[src/core/abo_consts.svh]
// constants for the acquisition buffer overrun control block
`ifndef ABO_CONSTS_SVH
`define ABO_CONSTS_SVH

`define ABO_CLK_NS 50
`define ABO_RTC_RES_MS 1
`define ABO_NS_PER_MS 1000000
`define ABO_TRIG_LAT_CUS 61095
`define ABO_NS_PER_CUS 10

`define ABO_SENT_TEMP 32'h0004fff6
`define ABO_SENT_VOLT 32'h036ff970

`define ABO_ESR_TRIG_OVR 0
`define ABO_ESR_RANGE 1
`define ABO_STB_SCAN_AVAIL 3
`define ABO_STB_OVERRUN 7

`endif

[src/core/abo_pkg.sv]
// types shared by the acquisition buffer overrun control block
package abo_pkg;

    typedef enum logic [1:0] {
        ACQ_IDLE,
        ACQ_PRE,
        ACQ_POST
    } abo_acq_e;

    typedef struct packed {
        logic [31:0] value;
        logic [31:0] ts_ms;
        logic trig;
        logic first;
    } abo_entry_s;

    typedef struct packed {
        logic [31:0] value;
        logic ch_active;
        logic ch_temp;
        logic open_tc;
        logic adc_full;
        logic lin_exceed;
    } abo_scan_s;

endpackage

[src/core/abo_buffer.sv]
// circular acquisition buffer with overrun handling, trigger tracking and time tags
`timescale 1ns/100ps
`include "abo_consts.svh"

// Notes on behaviour
// - second start or stop in one acquisition sets trigger overrun, nothing else
// - error source query returns the error source register including trigger overrun
// - full buffer keeps accepting scans, overwriting oldest data
// - overrun is flagged in the status summary byte, readable by query
// - single block overrun drops whole pre-trigger; read resumes at trigger point
// - single block without unread pre-trigger drops only the oldest scan
// - scan read during its own overwrite may carry erroneous contents
// - with several blocks stored, overrun drops the oldest whole block
// - block under read is dropped; read pointer jumps to next block start
// - overrun status bit clears only on empty buffer or buffer reset
// - millisecond clock, settable, tags every scan in the buffer
// - open or range error sets error status and stores signed sentinel
// - range error on converter full scale or linearization limit exceeded
// - error checking only on activated channels
// - external edge trigger processed about 610.95 us after detection
module abo_buffer #(
    parameter int DEPTH = 16,
    parameter int MS_CYCLES = `ABO_RTC_RES_MS * `ABO_NS_PER_MS / `ABO_CLK_NS,
    parameter int TRIG_LAT_CYCLES = `ABO_TRIG_LAT_CUS * `ABO_NS_PER_CUS / `ABO_CLK_NS
) (
    input wire logic i_mclk,
    input wire logic i_rst,
    input wire logic i_buf_reset,
    input wire logic i_acq_arm,
    input wire logic i_acq_end,
    input wire logic i_ext_trig,
    input wire logic i_trig_falling,
    input wire logic i_soft_trig,
    input wire logic i_trig_stop,
    input wire logic i_scan_valid,
    input wire abo_pkg::abo_scan_s i_scan,
    input wire logic i_rd_req,
    input wire logic i_err_query,
    input wire logic i_status_byte_query_cmd,
    input wire logic i_rtc_set,
    input wire logic [31:0] i_rtc_ms,
    output logic o_rd_valid,
    output abo_pkg::abo_entry_s o_rd_data,
    output logic o_err_reply_valid,
    output logic [7:0] o_err_reply,
    output logic o_stb_reply_valid,
    output logic [7:0] o_stb_reply,
    output logic [7:0] o_status_summary_byte,
    output logic [7:0] o_error_source_reg,
    output logic o_overrun_status_bit,
    output logic [$clog2(DEPTH):0] o_scan_count,
    output logic [31:0] o_rtc_now_ms
);
    localparam int AW = $clog2(DEPTH);
    localparam int MW = $clog2(MS_CYCLES);
    localparam int LW = $clog2(TRIG_LAT_CYCLES);

    typedef struct packed {
        abo_pkg::abo_entry_s [DEPTH-1:0] mem;
        logic [AW-1:0] rd;
        logic [AW-1:0] wr;
        logic [AW:0] cnt;
        logic [AW:0] nblk;
        abo_pkg::abo_acq_e acq;
        logic first_pend;
        logic trig_pend;
        logic start_seen;
        logic stop_seen;
        logic [2:0] sync;
        logic lat_busy;
        logic [LW-1:0] lat_cnt;
        logic [MW-1:0] ms_div;
        logic [31:0] rtc;
        logic [7:0] esr;
        logic ovr;
        logic [7:0] err_reply;
        logic err_rv;
        logic [7:0] stb_reply;
        logic stb_rv;
        abo_pkg::abo_entry_s rd_data;
        logic rd_valid;
    } abo_state_s;

    abo_state_s q;
    abo_state_s d;
    logic [7:0] stb_now;

    always_comb begin
        stb_now = 8'h00;
        stb_now[`ABO_STB_OVERRUN] = q.ovr;
        stb_now[`ABO_STB_SCAN_AVAIL] = (q.cnt != '0);
    end

    always_comb begin
        logic [7:0] esr_set;
        logic start_evt;
        logic edge_seen;
        logic do_wr;
        logic found_b;
        logic found_t;
        logic [AW-1:0] bidx;
        logic [AW-1:0] tidx;
        logic [AW-1:0] idx;
        logic [AW-1:0] new_rd;
        logic [AW-1:0] drop;
        abo_pkg::abo_entry_s e;
        esr_set = 8'h00;
        start_evt = i_soft_trig;
        edge_seen = 1'b0;
        found_b = 1'b0;
        found_t = 1'b0;
        bidx = '0;
        tidx = '0;
        idx = '0;
        new_rd = '0;
        drop = '0;
        e = '0;
        do_wr = i_scan_valid && (q.acq != abo_pkg::ACQ_IDLE);
        d = q;
        d.err_rv = 1'b0;
        d.stb_rv = 1'b0;
        d.rd_valid = 1'b0;
        // real-time clock, millisecond steps
        if (i_rtc_set) begin
            d.rtc = i_rtc_ms;
            d.ms_div = '0;
        end else if (q.ms_div == MW'(MS_CYCLES - 1)) begin
            d.ms_div = '0;
            d.rtc = q.rtc + 32'h1;
        end else begin
            d.ms_div = q.ms_div + MW'(1);
        end
        // pin synchroniser; only the second and third stages feed the edge detector
        d.sync = {q.sync[1:0], i_ext_trig};
        edge_seen = i_trig_falling ? (q.sync[2] & ~q.sync[1]) : (q.sync[1] & ~q.sync[2]);
        if (q.lat_busy) begin
            if (q.lat_cnt == LW'(TRIG_LAT_CYCLES - 1)) begin
                d.lat_busy = 1'b0;
                start_evt = 1'b1;
            end else begin
                d.lat_cnt = q.lat_cnt + LW'(1);
            end
        end
        if (edge_seen && q.acq != abo_pkg::ACQ_IDLE) begin
            if (q.lat_busy) begin
                esr_set[`ABO_ESR_TRIG_OVR] = 1'b1;
            end else begin
                d.lat_busy = 1'b1;
                d.lat_cnt = '0;
            end
        end
        // start and stop events; repeats only raise the flag
        if (start_evt && q.acq != abo_pkg::ACQ_IDLE) begin
            if (q.start_seen) begin
                esr_set[`ABO_ESR_TRIG_OVR] = 1'b1;
            end else begin
                d.start_seen = 1'b1;
                d.acq = abo_pkg::ACQ_POST;
                d.trig_pend = 1'b1;
            end
        end
        if (i_trig_stop && q.acq != abo_pkg::ACQ_IDLE) begin
            if (q.stop_seen) begin
                esr_set[`ABO_ESR_TRIG_OVR] = 1'b1;
            end else begin
                d.stop_seen = 1'b1;
            end
        end
        // scan entry with sentinel substitution
        e.value = i_scan.value;
        e.ts_ms = q.rtc;
        e.trig = q.trig_pend;
        if (i_scan.ch_active && (i_scan.open_tc || i_scan.adc_full || i_scan.lin_exceed)) begin
            esr_set[`ABO_ESR_RANGE] = do_wr;
            if (i_scan.ch_temp) begin
                e.value = i_scan.value[31] ? -`ABO_SENT_TEMP : `ABO_SENT_TEMP;
            end else begin
                e.value = i_scan.value[31] ? -`ABO_SENT_VOLT : `ABO_SENT_VOLT;
            end
        end
        // look ahead for the next block start and the trigger point
        for (int i = 1; i < DEPTH; i++) begin
            idx = q.rd + AW'(i);
            if (!found_b && q.mem[idx].first) begin
                found_b = 1'b1;
                bidx = idx;
            end
            if (!found_t && q.mem[idx].trig) begin
                found_t = 1'b1;
                tidx = idx;
            end
        end
        if (do_wr && q.cnt == (AW+1)'(DEPTH)) begin
            // overrun: the pop of a coinciding read is absorbed by the discard
            if (q.nblk > (AW+1)'(1) && found_b) begin
                new_rd = bidx;
                d.nblk = q.nblk - (AW+1)'(1);
            end else if (q.nblk == (AW+1)'(1) && !q.mem[q.rd].trig && found_t) begin
                new_rd = tidx;
            end else begin
                new_rd = q.rd + AW'(1);
            end
            drop = new_rd - q.rd;
            d.mem[new_rd].first = 1'b1;
            d.rd = new_rd;
            d.cnt = q.cnt - {1'b0, drop};
            d.ovr = 1'b1;
            if (i_rd_req) begin
                d.rd_data = q.mem[q.rd];
                d.rd_valid = 1'b1;
            end
        end else if (i_rd_req && q.cnt != '0) begin
            d.rd_data = q.mem[q.rd];
            d.rd_valid = 1'b1;
            d.rd = q.rd + AW'(1);
            d.cnt = q.cnt - (AW+1)'(1);
            if (q.cnt == (AW+1)'(1)) begin
                d.nblk = '0;
            end else if (q.mem[d.rd].first) begin
                d.nblk = q.nblk - (AW+1)'(1);
            end else begin
                d.mem[d.rd].first = 1'b1;
            end
        end
        if (do_wr) begin
            // oldest stored entry always carries the block start mark
            e.first = q.first_pend || (d.cnt == '0);
            d.mem[q.wr] = e;
            d.wr = q.wr + AW'(1);
            d.cnt = d.cnt + (AW+1)'(1);
            d.first_pend = 1'b0;
            d.trig_pend = 1'b0;
            if (e.first) begin
                d.nblk = d.nblk + (AW+1)'(1);
            end
        end
        if (d.cnt == '0) begin
            d.ovr = 1'b0;
        end
        if (i_acq_end) begin
            d.acq = abo_pkg::ACQ_IDLE;
            d.lat_busy = 1'b0;
        end
        if (i_acq_arm) begin
            d.acq = abo_pkg::ACQ_PRE;
            d.first_pend = 1'b1;
            d.trig_pend = 1'b0;
            d.start_seen = 1'b0;
            d.stop_seen = 1'b0;
            d.lat_busy = 1'b0;
        end
        if (i_buf_reset) begin
            d.rd = '0;
            d.wr = '0;
            d.cnt = '0;
            d.nblk = '0;
            d.ovr = 1'b0;
            d.first_pend = (d.acq != abo_pkg::ACQ_IDLE);
            for (int i = 0; i < DEPTH; i++) begin
                d.mem[i].first = 1'b0;
                d.mem[i].trig = 1'b0;
            end
        end

        // queries; a flag raised in the clearing cycle survives
        if (i_err_query) begin
            d.err_reply = q.esr;
            d.err_rv = 1'b1;
        end
        d.esr = (i_err_query ? 8'h00 : q.esr) | esr_set;
        if (i_status_byte_query_cmd) begin
            d.stb_reply = stb_now;
            d.stb_rv = 1'b1;
        end
    end

    always_ff @(posedge i_mclk) begin
        if (i_rst) begin
            q <= '0;
        end else begin
            q <= d;
        end
    end

    assign o_rd_valid = q.rd_valid;
    assign o_rd_data = q.rd_data;
    assign o_err_reply_valid = q.err_rv;
    assign o_err_reply = q.err_reply;
    assign o_stb_reply_valid = q.stb_rv;
    assign o_stb_reply = q.stb_reply;
    assign o_status_summary_byte = stb_now;
    assign o_error_source_reg = q.esr;
    assign o_overrun_status_bit = q.ovr;
    assign o_scan_count = q.cnt;
    assign o_rtc_now_ms = q.rtc;
endmodule

[config.mk]
export PLATFORM = sky130hd
export DESIGN_NAME = abo_buffer
export DESIGN_NICKNAME = d
export VERILOG_FILES = /design/src/core/abo_pkg.sv /design/src/core/abo_buffer.sv
export VERILOG_INCLUDE_DIRS = /design/src /design/src/core
export SDC_FILE = /design/constraint.sdc
export NUM_CORES = 2
export LEC_CHECK = 0
export BUFFER_PORTS_ARGS = -buffer_cell sky130_fd_sc_hd__buf_2
export CAP_MARGIN = 20
export CORE_ASPECT_RATIO = 1.2
export CORE_UTILIZATION = 30
export DETAILED_ROUTE_END_ITERATION = 6
export PLACE_DENSITY = 0.51
export REMOVE_ABC_BUFFERS = 1
export SLEW_MARGIN = 20
export SYNTH_ARGS = -nofsm -noshare
export SYNTH_HDL_FRONTEND = slang
export SYNTH_SLANG_ARGS = --single-unit
[constraint.sdc]
create_clock -name i_mclk -period 15.2 [get_ports i_mclk]
set_input_delay 1.52 -clock i_mclk [delete_from_list [all_inputs] [get_ports i_mclk]]
set_output_delay 1.52 -clock i_mclk [all_outputs]
set_load 0.01 [all_outputs]
==> metrics.txt <==
worst skew pair latency=0.80 ns; sequential-to-total area share from yosys stat=a little over two fifths; xor and xnor area share after synthesis=around 1.4%; TritonCTS buffer count=138; initial antenna violation count=7; fill cell count=18,940; 1st-iter DRT viols=around 3,800; via count=around 45,000; placed cells=about 8,300; Top reg by flops=q; vias in the first global route=43,814; Post-synth EDFFs=0; largest family of logic cells by synthesized area=simple AND/OR/NAND/NOR gates; Tot GR Track Use=between 10% and 20%; DP HPWL=roughly 110 mm; Critical Path Max Stage Delay=1.10 ns; via/cell ratio=5.24; mean post-synth cell area=just under 9 sq um; period utilization=64.2%; IO Port Bufs=197; IO Count=roughly 220; Final Non-Filler Cells=approximately 8,600; CTS Buffer Depth=3; Max FO, Critical Path=50; max_cap viols=0; post-synthesis compound-gate area fraction=15.5%; P&R area growth vs syn=11.9%; Post CTS Setup Buffer Count=0; mux share of post-synthesis cell area=around 16%; layout cell share with drive strength beyond 1=between 10% and 20%; register bit count reported by yosys=between 1,000 and 1,500; Largest register FFs=roughly 1,100; Worst Hold Class=reg -> reg; # setup viols final=0; Setup CP Type=reg -> reg; Async SR Flop Fraction=0%; startpoint types=flip-flop; FP Rows=about 170; RD Place Congestion=0.831; DIE HEIGHT=between 400 and 500 microns; CP delay by family, top=compound AO/OA/AOI/OAI gates; Resize count post-CTS=0; pre-CTS setup slack=5.49 ns; core area=between 150,000 and 200,000 sq um; Die W=397 microns; worst hold slack=about 0.42 ns; Yosys cell types=92; CTS tree=done; met2 Use GR=about a third; Worst VDD drop=121 uV; power consumption=~7.0 mW; detailed-route wire length per cell=21.9 microns; fin nets=slightly above 6,000; status=finished, violations left; Mapped Cells=about 6,300; Post-Synth Adder-Cell Area=0.852%; Routed Antenna Nets=0; first-pass GRT wire length=283 mm; YS warnings=0; reg-to-reg slack, setup=5.45 ns; met1 Usage GRT=26.0%; Starting Density=30.2%; wirelength, routed=roughly 190 mm; Worst Path Arrival=about 10 ns; clk_skew=a little over 0.04 ns; fin. max-slew vios=0; Clock Pin Slew Worst Setup and Hold Paths=~0.060 ns; largest net degree at the start of global routing=243; Critical Path RT=between 15 and 20 ns; most used routing layer=met2; simple-gate share of the synthesized area=about 16%; failing checks=DRC; H-tree depth=4; PD cells=about 110 nW/um^2; RSZ-0062 raised after global routing=no; CTS Hold Bufs=0; Leakage=between 15 and 20 nW; Final Hold Vio Count=0; grt ovf=0; clock tree sinks=roughly 1,200; slew margin rel.=about a fifth; Synth Flop Type=dfxtp_1; worst setup margin=5.45 ns; Max Freq=roughly 100 MHz; slowest CP cell=ha_1; Final min period=roughly 10 ns; Critical Path End Type=flip-flop; M3 GR Usage=~2.8%; CP bufs+invs=3; drt drc=48; Post-Syn Area=between 50,000 and 60,000 sq um; die footprint=189,000 sq um; 1st-pass router iterations=7; worst slew pin tran=1.21 ns; clock root buffer=clkbuf_16
cell families (layout without fill, tap and decap cells):
group                      count (synthesis)  after routing
AOI/OAI and AO/OA                       1409           1409
muxes                                    441            441
xor gates and xnor gates                  87             87
and+or+nand+nor                         2293           2293
other                                      1             28
buffers and inverters                    787            603
adders and majority gates                 37             37
DFF                                     1221           1221
worst reg2reg max path: cells and delay by family (launching register included):
family,cells,cell delay (ns)
buf+inv,3,0.97
mux,3,1.27
xor+xnor,3,0.46
compound gates,8,2.29
fa+ha+maj,3,1.76
simple gates,8,1.85
flops,1,1.00
per-layer routing:
metal	vias up	part of all wire, %
met1	22146	45
met4	2	2.6
met3	307	5.1
met5	-	0.0069
li1	21243	-
met2	1214	48
worst paths after layout:
kind,start,endpoint,depth (start not counted)
worst max-delay path,q[179]$_SDFFE_PP0P_,q[168]$_SDFF_PP0_,28
worst min-delay path,d[157]$_SDFF_PP0_,d[158]$_SDFF_PP0_,1
worst max register to register,q[179]$_SDFFE_PP0P_,q[168]$_SDFF_PP0_,28
worst min register to register,d[157]$_SDFF_PP0_,d[158]$_SDFF_PP0_,1
where the power goes:
part	leakage [nW]	internal [mW]	total [mW]	switching (mW)
sequential	9.85	3.22	3.25	0.0323
clock	2.28	1.99	3.44	1.45
combinational	7.74	0.0865	0.306	0.219
total	19.9	5.29	6.99	1.70
Yosys cell counts, types with 29 or more instances:
library cell | n | share of area (%)
nand2_1 | 1444 | 9.7
dfxtp_1 | 1221 | 44
a21oi_1 | 780 | 7.0
nor2_1 | 633 | 4.2
clkbuf_1 | 488 | 3.3
a211oi_1 | 443 | 5.9
mux4_2 | 359 | 14
buf_4 | 136 | 1.8
buf_1 | 100 | 0.67
mux2i_1 | 56 | 1.0
nand3_1 | 54 | 0.48
xor2_1 | 50 | 0.78
inv_1 | 38 | 0.25
o21ai_0 | 38 | 0.34
xnor2_1 | 36 | 0.56
ha_1 | 35 | 0.78
nand4_1 | 29 | 0.32
cell type report:
cell class                      instances  area [sq um]  area share, %
Timing Repair Buffer                  316          1930           3.07
Sequential cell                      1221         24500           39.0
Tap cell                             2450          3070           4.88
Antenna cell                            4          10.0         0.0159
Clock buffer                          199          4040           6.43
Clock inverter                         44           633           1.01
Multi-Input combinational cell       4291         28500           45.4
Inverter                               44           170          0.271
cell usage in the layout, fill, tap and decap left out, types with 8 or more instances in the layout:
cell,synthesis,routed
ha_1,35,34
mux4_2,359,359
a221oi_1,16,16
clkbuf_8,0,29
nand3_1,54,42
xor2_1,50,50
o211ai_1,9,9
nand2b_1,12,12
clkinv_2,0,14
nand3_2,0,12
a311oi_1,17,17
a211oi_1,443,443
nor4_1,9,8
nor3_1,20,16
o21ai_0,38,38
and3_1,17,17
conb_1,1,24
nor2_4,0,12
inv_1,38,38
a21oi_2,1,14
dfxtp_1,1221,1218
mux2i_1,56,56
or3_1,13,13
a21oi_1,780,767
nand2_1,1444,1443
mux2_2,20,20
clkbuf_1,488,29
o31ai_1,10,9
nor2_1,633,619
nor2b_1,15,14
buf_2,14,196
clkbuf_16,0,141
xnor2_1,36,36
nand4_1,29,29
buf_4,136,116
stage by stage:
stage,TNS (ns),util (%),area [sq um]
global placement,0,31.3,58000
global route,0,33.8,62800
detailed placement,0,31.3,58100
finish,0,33.8,62800
floorplan,-130.83,-,52800
CTS,0,33.8,62700
Power figures use the tool's default switching activity.
